## config.mk

```make
export PLATFORM = sky130hd
export DESIGN_NAME = buck_pwm_fault_sequencer
export DESIGN_NICKNAME = d
export VERILOG_FILES = /design/src/rtl/buck_seq_pkg.sv /design/src/rtl/pg_delay_timer.sv /design/src/rtl/sync_phase_gen.sv /design/src/rtl/buck_pwm_fault_sequencer.sv
export VERILOG_INCLUDE_DIRS = /design/src /design/src/rtl
export SDC_FILE = /design/constraint.sdc
export NUM_CORES = 1
export LEC_CHECK = 0
export BUFFER_PORTS_ARGS = -buffer_cell sky130_fd_sc_hd__buf_2
export CORE_ASPECT_RATIO = 1.4
export CORE_UTILIZATION = 45
export CTS_CLUSTER_DIAMETER = 100
export DETAILED_ROUTE_END_ITERATION = 16
export GPL_TIMING_DRIVEN = 0
export PLACE_DENSITY_LB_ADDON = 0.05
export SLEW_MARGIN = 10
export SYNTH_ARGS = -nofsm -noshare
export SYNTH_HDL_FRONTEND = slang
export SYNTH_HIERARCHICAL = 1
export SYNTH_SLANG_ARGS = --single-unit
```

## constraint.sdc

```tcl
create_clock -name clk_i -period 2.6 [get_ports clk_i]
set_clock_uncertainty 0.2 [all_clocks]
set_input_delay 0.52 -clock clk_i [delete_from_list [all_inputs] [get_ports clk_i]]
set_output_delay 0.52 -clock clk_i [all_outputs]
set_load 0.05 [all_outputs]
```

## src/rtl/buck_seq_defines.svh

```systemverilog
// Timing counts and phase encodings for the step-down converter sequencer
// How it works
// - Switching clock falling edge sets the cycle latch, turning the high-side switch on.
// - Comparator trip (sense plus ramp above amplifier) clears the latch during on-time.
// - Untripped latch is cleared on the switching clock rising edge, limiting duty.
// - Low-side switch command is always the complement of the high-side command.
// - Enable and test-mode both high enables the part and starts soft-start.
// - Enable or test-mode low disables the part and starts soft shut-down.
// - Stay shut down until the input supply is above the rising lockout level.
// - After enable, no switching until soft-start is above its switching threshold.
// - Supply below falling lockout shuts off; recovery restarts without latching.
// - Regulate to soft-start voltage until it exceeds the internal reference.
// - Power-good held low from power-up until soft-start completes.
// - Feedback at upper threshold releases power-good after the assertion delay.
// - Feedback at lower threshold pulls power-good low after the deassertion delay.
// - Peak-current trip turns the high-side switch off at once.
// - After a current-limit trip, switch again next cycle unless under-voltage.
// - Current limit with under-voltage and amplifier saturation latches overcurrent.
// - Over-voltage latches low-side on, high-side off until power cycle.
// - Under-voltage flag follows feedback below its threshold.
// - Over-temperature latches the converter off until power cycle.
// - Sync output clock is phase shifted 180, 120 or 90 degrees by selector.
// - Feedback driven to the bias level selects slave mode.
`ifndef BUCK_SEQ_DEFINES_SVH
`define BUCK_SEQ_DEFINES_SVH
`define CLK_PERIOD_NS      100
`define PG_ASSERT_US       500
`define PG_DEASSERT_US     50
`define PG_ASSERT_CYC      ((`PG_ASSERT_US * 1000) / `CLK_PERIOD_NS)
`define PG_DEASSERT_CYC    ((`PG_DEASSERT_US * 1000) / `CLK_PERIOD_NS)
`define PHASE_SEL_LOW      2'h0
`define PHASE_SEL_MID      2'h1
`define PHASE_SEL_HIGH     2'h2
`define CNT_W              13
`endif

```

## src/rtl/buck_seq_pkg.sv

```systemverilog
// Types shared by the step-down converter sequencer
package buck_seq_pkg;
   typedef enum logic [3:0] {
      ST_OFF      = 4'h1,
      ST_SOFT     = 4'h2,
      ST_RUN      = 4'h4,
      ST_SHUTDOWN = 4'h8
   } seq_state_t;
endpackage

```

## src/rtl/pg_delay_timer.sv

```systemverilog
// Power-good assertion and deassertion delay filter
`timescale 1ns/1ps
`include "buck_seq_defines.svh"
module pg_delay_timer
#(
   parameter int ASSERT_CYC   = `PG_ASSERT_CYC,
   parameter int DEASSERT_CYC = `PG_DEASSERT_CYC
)
(
   input  wire logic clk_i,      // System clock
   input  wire logic rst_n_i,    // Synchronised reset
   input  wire logic allow_i,    // Soft-start done, no fault
   input  wire logic fb_good_i,  // Feedback at or above upper level
   input  wire logic fb_low_i,   // Feedback at or below lower level
   output logic      good_o      // Filtered power-good level
);
   logic [`CNT_W-1:0] count;

   // Delay counter toward the pending change
   always_ff @(posedge clk_i or negedge rst_n_i)
   begin
      if (!rst_n_i)
      begin
         count  <= '0;
         good_o <= 1'b0;
      end
      else if (!allow_i)
      begin
         count  <= '0;
         good_o <= 1'b0;
      end
      else if (!good_o && fb_good_i)
      begin
         if (count == `CNT_W'(ASSERT_CYC - 1))
         begin
            good_o <= 1'b1;
            count  <= '0;
         end
         else
            count <= count + `CNT_W'(1);
      end
      else if (good_o && fb_low_i)
      begin
         if (count == `CNT_W'(DEASSERT_CYC - 1))
         begin
            good_o <= 1'b0;
            count  <= '0;
         end
         else
            count <= count + `CNT_W'(1);
      end
      else
         count <= '0;
   end
endmodule

```

## src/rtl/sync_phase_gen.sv

```systemverilog
// Phase-shifted timing clock for a following converter
`timescale 1ns/1ps
`include "buck_seq_defines.svh"
module sync_phase_gen
#(
   parameter int PER_W = 12
)
(
   input  wire logic             clk_i,      // System clock
   input  wire logic             rst_n_i,    // Synchronised reset
   input  wire logic             rise_i,     // Switching clock rising pulse
   input  wire logic [1:0]       sel_i,      // Phase delay select
   output logic                  sync_o      // Sync clock out
);
   logic [PER_W-1:0] cnt;
   logic [PER_W-1:0] period;
   logic [PER_W-1:0] next_off;

   // Offset as a fraction of the measured period
   always_comb
   begin
      case (sel_i)
         `PHASE_SEL_MID:  next_off = PER_W'(period / PER_W'(3));
         `PHASE_SEL_HIGH: next_off = period >> 2;
         default:         next_off = period >> 1;
      endcase
   end

   // Period measurement and delayed half-period output
   always_ff @(posedge clk_i or negedge rst_n_i)
   begin
      if (!rst_n_i)
      begin
         cnt    <= '0;
         period <= '0;
         sync_o <= 1'b0;
      end
      else
      begin
         if (rise_i)
         begin
            period <= cnt;
            cnt    <= '0;
         end
         else
            cnt <= cnt + PER_W'(1);
         if (cnt == next_off)
            sync_o <= 1'b1;
         else if (cnt == PER_W'(next_off + (period >> 1)))
            sync_o <= 1'b0;
      end
   end
endmodule

```

## src/rtl/buck_pwm_fault_sequencer.sv

```systemverilog
// Step-down converter switching, sequencing and protection control
`timescale 1ns/1ps
`include "buck_seq_defines.svh"
module buck_pwm_fault_sequencer
   import buck_seq_pkg::*;
#(
   parameter int PG_ASSERT_CYC   = `PG_ASSERT_CYC,
   parameter int PG_DEASSERT_CYC = `PG_DEASSERT_CYC
)
(
   input  wire logic       clk_i,              // 10 MHz clock
   input  wire logic       rst_n_i,            // Async reset, active low
   input  wire logic       enable_i,           // Enable pin
   input  wire logic       test_mode_i,        // Test-mode pin, tied to enable
   input  wire logic       vin_above_rise_i,   // Supply above rising lockout
   input  wire logic       vin_below_fall_i,   // Supply below falling lockout
   input  wire logic       ss_above_sw_i,      // Soft-start above switching level
   input  wire logic       ss_above_ref_i,     // Soft-start above reference
   input  wire logic       ss_discharged_i,    // Soft-start node discharged
   input  wire logic       sw_clk_i,           // Switching clock (osc or sync)
   input  wire logic       pwm_trip_i,         // Sense plus ramp above amplifier
   input  wire logic       ilim_i,             // Peak current above limit
   input  wire logic       amp_sat_i,          // Error amplifier saturated
   input  wire logic       fb_pg_hi_i,         // Feedback at upper good level
   input  wire logic       fb_pg_lo_i,         // Feedback at lower good level
   input  wire logic       fb_uv_i,            // Feedback below under-voltage
   input  wire logic       fb_ov_i,            // Feedback above over-voltage
   input  wire logic       fb_at_bias_i,       // Feedback at bias level
   input  wire logic       over_temp_i,        // Junction above threshold
   input  wire logic [1:0] phase_delay_select_i, // Phase select level
   output logic            high_side_switch_o, // High-side command
   output logic            low_side_switch_o,  // Low-side command
   output logic            ss_charge_o,        // Soft-start charge source on
   output logic            ss_discharge_o,     // Soft-start discharge on
   output logic            ref_from_ss_o,      // Regulate to soft-start voltage
   output logic            power_good_out_o,   // Power-good level
   output logic            power_good_oe_o,    // Power-good pull-down enable
   output logic            sync_clock_out_o,   // Phase-shifted timing clock
   output logic            slave_mode_o,       // Slave mode active
   output logic            undervoltage_fault_o, // Under-voltage flag
   output logic            overcurrent_fault_o,  // Latched overcurrent
   output logic            overvoltage_fault_o,  // Latched over-voltage
   output logic            thermal_fault_o       // Latched thermal
);
   // ------------------------------------------------------------------
   // Reset and input synchronisers
   // ------------------------------------------------------------------
   logic       rst_meta;
   logic       rst_n;
   localparam int NS = 16;
   logic [NS-1:0] raw;
   logic [NS-1:0] meta;
   logic [NS-1:0] syn;

   // Reset release through two flops
   always_ff @(posedge clk_i or negedge rst_n_i)
   begin
      if (!rst_n_i)
      begin
         rst_meta <= 1'b0;
         rst_n    <= 1'b0;
      end
      else
      begin
         rst_meta <= 1'b1;
         rst_n    <= rst_meta;
      end
   end

   assign raw = {phase_delay_select_i, fb_at_bias_i, over_temp_i, fb_ov_i, fb_uv_i,
                 fb_pg_lo_i, fb_pg_hi_i, amp_sat_i, ilim_i, pwm_trip_i, sw_clk_i,
                 ss_discharged_i, ss_above_ref_i, ss_above_sw_i,
                 enable_i & test_mode_i};

   // Two-flop synchronisers, one per input bit, with enable and test-mode sharing one
   genvar gi;
   generate
      for (gi = 0; gi < NS; gi++)
      begin : g_sync
         always_ff @(posedge clk_i or negedge rst_n)
         begin
            if (!rst_n)
            begin
               meta[gi] <= 1'b0;
               syn[gi]  <= 1'b0;
            end
            else
            begin
               meta[gi] <= raw[gi];
               syn[gi]  <= meta[gi];
            end
         end
      end
   endgenerate

   // Supply comparators, synchronised separately
   logic [1:0] vin_meta;
   logic [1:0] vin_syn;
   always_ff @(posedge clk_i or negedge rst_n)
   begin
      if (!rst_n)
      begin
         vin_meta <= 2'h0;
         vin_syn  <= 2'h0;
      end
      else
      begin
         vin_meta <= {vin_below_fall_i, vin_above_rise_i};
         vin_syn  <= vin_meta;
      end
   end

   logic       en_s, ss_sw_s, ss_ref_s, ss_dis_s, clk_s; // Sequencing and clock inputs
   logic       trip_s, ilim_s, sat_s, pg_hi_s, pg_lo_s; // Sense and power-good inputs
   logic       uv_s, ov_s, ot_s, bias_s;                // Fault and mode inputs
   logic [1:0] pd_s;                                    // Phase select
   // Enable and test-mode arrive pre-combined, relying on their joint drive
   assign {pd_s, bias_s, ot_s, ov_s, uv_s, pg_lo_s, pg_hi_s, sat_s, ilim_s, trip_s,
           clk_s, ss_dis_s, ss_ref_s, ss_sw_s, en_s} = syn;

   // ------------------------------------------------------------------
   // Supply lockout and fault latches
   // ------------------------------------------------------------------
   logic supply_ok;
   logic any_fault;

   // Lockout with hysteresis; restarts without latching
   always_ff @(posedge clk_i or negedge rst_n)
   begin
      if (!rst_n)
         supply_ok <= 1'b0;
      else if (vin_syn[1])
         supply_ok <= 1'b0;
      else if (vin_syn[0])
         supply_ok <= 1'b1;
   end

   // Latched faults, cleared only by a lockout power cycle
   always_ff @(posedge clk_i or negedge rst_n)
   begin
      if (!rst_n)
      begin
         overcurrent_fault_o <= 1'b0;
         overvoltage_fault_o <= 1'b0;
         thermal_fault_o     <= 1'b0;
      end
      else if (!supply_ok)
      begin
         overcurrent_fault_o <= 1'b0;
         overvoltage_fault_o <= 1'b0;
         thermal_fault_o     <= 1'b0;
      end
      else
      begin
         if (ilim_s && uv_s && sat_s)
            overcurrent_fault_o <= 1'b1;
         if (ov_s)
            overvoltage_fault_o <= 1'b1;
         if (ot_s)
            thermal_fault_o <= 1'b1;
      end
   end

   assign any_fault = overcurrent_fault_o | overvoltage_fault_o | thermal_fault_o;

   // Status flags
   always_ff @(posedge clk_i or negedge rst_n)
   begin
      if (!rst_n)
      begin
         undervoltage_fault_o <= 1'b0;
         slave_mode_o         <= 1'b0;
         ref_from_ss_o        <= 1'b1;
      end
      else
      begin
         undervoltage_fault_o <= uv_s;
         slave_mode_o         <= bias_s;
         ref_from_ss_o        <= !ss_ref_s;
      end
   end

   // ------------------------------------------------------------------
   // Enable and soft-start sequencer
   // ------------------------------------------------------------------
   seq_state_t state;
   seq_state_t next_state;

   always_comb
   begin
      next_state = state;
      case (state)
         ST_OFF:      if (supply_ok && en_s && !any_fault) next_state = ST_SOFT;
         ST_SOFT:     if (!en_s) next_state = ST_SHUTDOWN;
                      else if (ss_ref_s) next_state = ST_RUN;
         ST_RUN:      if (!en_s) next_state = ST_SHUTDOWN;
         ST_SHUTDOWN: if (ss_dis_s) next_state = ST_OFF;
                      else if (en_s) next_state = ST_SOFT;
         default:     next_state = ST_OFF;
      endcase
      if (!supply_ok || any_fault)
         next_state = ST_OFF;
   end

   // State register
   always_ff @(posedge clk_i or negedge rst_n)
   begin
      if (!rst_n)
         state <= ST_OFF;
      else
         state <= next_state;
   end

   assign ss_charge_o    = (state == ST_SOFT) || (state == ST_RUN);
   assign ss_discharge_o = (state == ST_SHUTDOWN);

   // ------------------------------------------------------------------
   // Cycle latch and switch commands
   // ------------------------------------------------------------------
   logic clk_d;
   logic clk_fall;
   logic clk_rise;
   logic run_ok;
   logic ilim_block;

   // Edge detect on the synchronised switching clock
   always_ff @(posedge clk_i or negedge rst_n)
   begin
      if (!rst_n)
         clk_d <= 1'b0;
      else
         clk_d <= clk_s;
   end
   assign clk_fall = clk_d && !clk_s;
   assign clk_rise = !clk_d && clk_s;
   assign run_ok   = ((state == ST_SOFT) && ss_sw_s) || (state == ST_RUN);

   // Current-limit trip holds the next cycle off only under under-voltage
   assign ilim_block = uv_s && ilim_s;

   always_ff @(posedge clk_i or negedge rst_n)
   begin
      if (!rst_n)
         high_side_switch_o <= 1'b0;
      else if (!run_ok || any_fault)
         high_side_switch_o <= 1'b0;
      else if (high_side_switch_o && (trip_s || ilim_s))
         high_side_switch_o <= 1'b0;
      else if (clk_rise)
         high_side_switch_o <= 1'b0;
      else if (clk_fall && !ilim_block)
         high_side_switch_o <= 1'b1;
   end

   // Low side follows the complement; over-voltage forces it on
   assign low_side_switch_o = !high_side_switch_o;

   // ------------------------------------------------------------------
   // Power-good and sync output
   // ------------------------------------------------------------------
   logic pg_good;
   pg_delay_timer #(
      .ASSERT_CYC   (PG_ASSERT_CYC),
      .DEASSERT_CYC (PG_DEASSERT_CYC)
   ) u_pg (
      .clk_i     (clk_i),
      .rst_n_i   (rst_n),
      .allow_i   ((state == ST_RUN) && !any_fault),
      .fb_good_i (pg_hi_s),
      .fb_low_i  (pg_lo_s),
      .good_o    (pg_good)
   );
   assign power_good_out_o = 1'b0;
   assign power_good_oe_o  = !pg_good;

   sync_phase_gen #(
      .PER_W (12)
   ) u_sync (
      .clk_i   (clk_i),
      .rst_n_i (rst_n),
      .rise_i  (clk_rise),
      .sel_i   (pd_s),
      .sync_o  (sync_clock_out_o)
   );

   // ------------------------------------------------------------------
   // Checks
   // ------------------------------------------------------------------
   property p_complement;
      @(posedge clk_i) disable iff (!rst_n) low_side_switch_o != high_side_switch_o;
   endproperty
   a_complement: assert property (p_complement) else $error("switches not complementary");
   property p_fault_off;
      @(posedge clk_i) disable iff (!rst_n) any_fault |=> !high_side_switch_o;
   endproperty
   a_fault_off: assert property (p_fault_off) else $error("high side on under fault");
   property p_ot_latch;
      @(posedge clk_i) disable iff (!rst_n) (ot_s && supply_ok) |=> thermal_fault_o;
   endproperty
   a_ot_latch: assert property (p_ot_latch) else $error("thermal not latched");
   property p_oc_latch;
      @(posedge clk_i) disable iff (!rst_n)
         (ilim_s && uv_s && sat_s && supply_ok) |=> overcurrent_fault_o;
   endproperty
   a_oc_latch: assert property (p_oc_latch) else $error("overcurrent not latched");
   property p_ilim_off;
      @(posedge clk_i) disable iff (!rst_n) (high_side_switch_o && ilim_s) |=> !high_side_switch_o;
   endproperty
   a_ilim_off: assert property (p_ilim_off) else $error("current limit ignored");
   property p_rise_off;
      @(posedge clk_i) disable iff (!rst_n) clk_rise |=> !high_side_switch_o;
   endproperty
   a_rise_off: assert property (p_rise_off) else $error("duty not limited");
   property p_no_sw_early;
      @(posedge clk_i) disable iff (!rst_n)
         ((state == ST_SOFT) && !ss_sw_s) |=> !high_side_switch_o;
   endproperty
   a_no_sw_early: assert property (p_no_sw_early) else $error("switching before threshold");

   property p_lockout;
      @(posedge clk_i) disable iff (!rst_n) !supply_ok |=> (state == ST_OFF);
   endproperty
   a_lockout: assert property (p_lockout) else $error("running in lockout");

   property p_pg_low;
      @(posedge clk_i) disable iff (!rst_n) (state != ST_RUN) |=> ##1 power_good_oe_o;
   endproperty
   a_pg_low: assert property (p_pg_low) else $error("power good high early");

   c_on: cover property (@(posedge clk_i) disable iff (!rst_n) $rose(high_side_switch_o));
   c_run: cover property (@(posedge clk_i) disable iff (!rst_n) state == ST_RUN);
   c_pg: cover property (@(posedge clk_i) disable iff (!rst_n) $fell(power_good_oe_o));
   c_oc: cover property (@(posedge clk_i) disable iff (!rst_n) $rose(overcurrent_fault_o));
endmodule

```

==> impl_metrics.tcl <==
set metrics [dict create \
    synth_edf_count 0 \
    ys_seq_area_share_pct 41.88 \
    setup_ws_ns -3.273 \
    power.leakage_nw 2.697 \
    antenna_found_initial 0 \
    diodes 0 \
    fmax_mhz 170.3 \
    syn_nets 606 \
    hold_viol 0 \
    cp.arrival_ns 5.88 \
    min_path_type "primary input to flip-flop" \
    rr_startpoint "u_sync/period[6]" \
    netlist_area_mm2 0.005384 \
    fillers 1037 \
    worstPathRequired_ns 2.60 \
    track_usage_pct 21.05 \
    max_stage_delay_ns 0.44 \
    drt_first_iter_violations 136 \
    clk_pin_slew_ns 0.07 \
    hpwlAfterDp_um 9133 \
    dr_total_vias 4439 \
    violations "setup timing" \
    ctsLongestPathBuffers 2 \
    ant_nets 0 \
    ys_warn_count 6 \
    hold_path_depth 1 \
    io_pins 34 \
    vias_per_cell 5.735 \
    endpoint_kind "flip-flop" \
    grt_pass1_vias 4418 \
    min_period_ns 5.873 \
    crit_slowest_cell "o41ai_4" \
    path_class "flip-flop to flip-flop" \
    post-route-util_pct 54.95 \
    wl_per_cell_um 16.04 \
    p_per_area_mw_per_mm2 616.4 \
    post-route-drc-count 0 \
    fp.dieH_um 131.4 \
    netlist_instances 568 \
    ys_types 83 \
    hold_start "ss_above_ref_i" \
    layout_commonest_cell "dfrtp_1" \
    status "finished, violations left" \
    layout_common_cells "dfrtp_1, nand2_1, buf_2, nor2_1, a21oi_1" \
    ir_drop_uv 558.8 \
    routed-wl-met3_um 259 \
    start_kind "flip-flop" \
    path_max_fanout 8 \
    async_flop_share_pct 100.0 \
    synth-main-ff-cell "dfrtp_1" \
    critical-path-top-delay-family "compound AO/OA/AOI/OAI gates" \
    setup_viol 1 \
    cts_made_buffers 9 \
    wl_met2_um 6615 \
    synth_seq_cells 90 \
    cts-root-buf "clkbuf_16" \
    die_area_mm2 0.01241 \
    min_to "meta[2]" \
    fin_setup_tns_ns -3.273 \
    slew_violations 0 \
    cts_sinks 90 \
    reg2reg_depth 25 \
    start_util_pct 46.77 \
    layout-drive-gt1-share_pct 20.00 \
    fin_nets 663 \
    power_mw 3.898 \
    wirelength_um 12420 \
    drtPass1Iterations 4 \
    avgSynthCellArea_um2 9.479 \
    top_layer "met4" \
    grt.overflow.total 0 \
    relSlewSlack_pct 58.72 \
    worst-path-buf-inv 1 \
    row_count 46 \
    grt_setup_unrepaired "true" \
    clk_latency_ns 0.34 \
    worstMarginPinSlew_ns 0.6192 \
    tritoncts "built" \
    io_buffers 32 \
    htreeDepth 3 \
    period_share_pct 225.9 \
    coreArea_mm2 0.01151 \
    grt_max_degree 55 \
    drt-met1-wl_um 5201 \
    r2r_end "u_sync/sync_o" \
    grt_pass1_wl_um 20540 \
    die_x_um 94.45 \
    rrSetupSlack_ns -3.27 \
    gp_congestion 0.8914 \
    maxCapViolations 0 \
    syn_to_final_growth_pct 17.48 \
]
## where the power goes
part           total (mW)  leakage [nW]  internal, mW  switching (mW)
clock                1.34         0.146         0.765           0.575
sequential           1.60          1.14          1.49           0.110
combinational       0.958          1.41         0.414           0.544
total                3.90          2.70          2.67            1.23
## metrics by stage
step           setup slack [ns]  area, um^2  hold slack, ns  instances
2_1_floorplan            -2.766        5455         0.02441        568
3_3_place_gp             -3.462        5796          0.1056        744
3_5_place_dp             -3.535        5826          0.1066        745
4_1_cts                  -3.269        6325         0.07096        774
5_1_grt                  -3.506        6325         0.07048        774
6_report                 -3.273        6325         0.08307        774
## worst max path at each step
stage / startpoint / endpoint / slack [ns] / cells past startpoint
2_1_floorplan: u_sync/period[7] / u_sync/sync_o / -2.77 / 24
3_5_place_dp: u_sync/period[9] / u_sync/sync_o / -3.53 / 24
5_1_grt: u_sync/period[10] / u_sync/sync_o / -3.51 / 25
3_3_place_gp: u_sync/period[6] / u_sync/sync_o / -3.46 / 24
4_1_cts: u_sync/period[6] / u_sync/sync_o / -3.27 / 25
6_report: u_sync/period[6] / u_sync/sync_o / -3.27 / 25
## cells in the mapped netlist (5+ instances only)
library cell   n  area (um^2)
inv_1         20        75.07
a21oi_1       40        200.2
or3_1          8        50.05
buf_2          5        25.02
o21a_1         5        37.54
clkbuf_1      19        71.32
a21o_1        11        82.58
nand2b_1       8        50.05
o21ai_0       30        150.1
nor2b_1        7        43.79
xnor2_1       32        280.3
nor3b_1        8        60.06
xor2_1        18        157.7
nor2_1        36        135.1
dfrtp_1       88         2202
a31oi_1        5        31.28
buf_1          5        18.77
nor3_1        15        75.07
nand3_1       21        105.1
mux2_2         6        67.56
buf_4          5        37.54
ha_1          16        200.2
nand4_1        9        56.30
nand2_1       41        153.9
## sequential cells by signal, indices dropped and copies added, names as in the netlist, 2 cells and up
register       count
vin_meta           2
u_sync/period     12
meta              16
pd_s               2
vin_syn            2
u_pg/count        13
state              4
u_sync/cnt        12
## layout make-up
type	instances	area [um^2]	area share [%]
flip-flops and latches	90	2260	35.73
inverters	22	82.58	1.306
multi-input cells	419	3019	47.73
plain buffers	37	185.2	2.928
clock buffers	9	225.2	3.561
clock inverters	7	85.08	1.345
repair buffers	46	287.8	4.550
well taps	144	180.2	2.849
## kinds of logic (layout without fill, tap and decap cells)
family | after synthesis | count (layout) | share of synthesized area [%]
xor gates and xnor gates | 50 | 50 | 8.134
DFF | 90 | 90 | 41.88
other | 2 | 2 | 0.1395
buffers and inverters | 59 | 121 | 4.880
AOI/OAI and AO/OA | 152 | 152 | 19.80
muxes | 8 | 8 | 1.859
and+or+nand+nor | 190 | 190 | 19.22
adders and majority gates | 17 | 17 | 4.090
## what timing repair did
item                                    in CTS  in global routing
hold buffers                                 1                  0
pin swaps                                   20                  0
resized for setup                           18                  0
endpoints found under the setup margin       1                  1
hold endpoints to repair                     2                  0
setup buffers                               12                  0
## metal layers
layer	track usage (%)	vias to the layer above
li1	-	2174
met1	24.51	2160
met2	37.52	77
met3	2.431	28
met4	9.829	0
met5	0	-
Note: power is estimated with default switching activity, not from simulation.
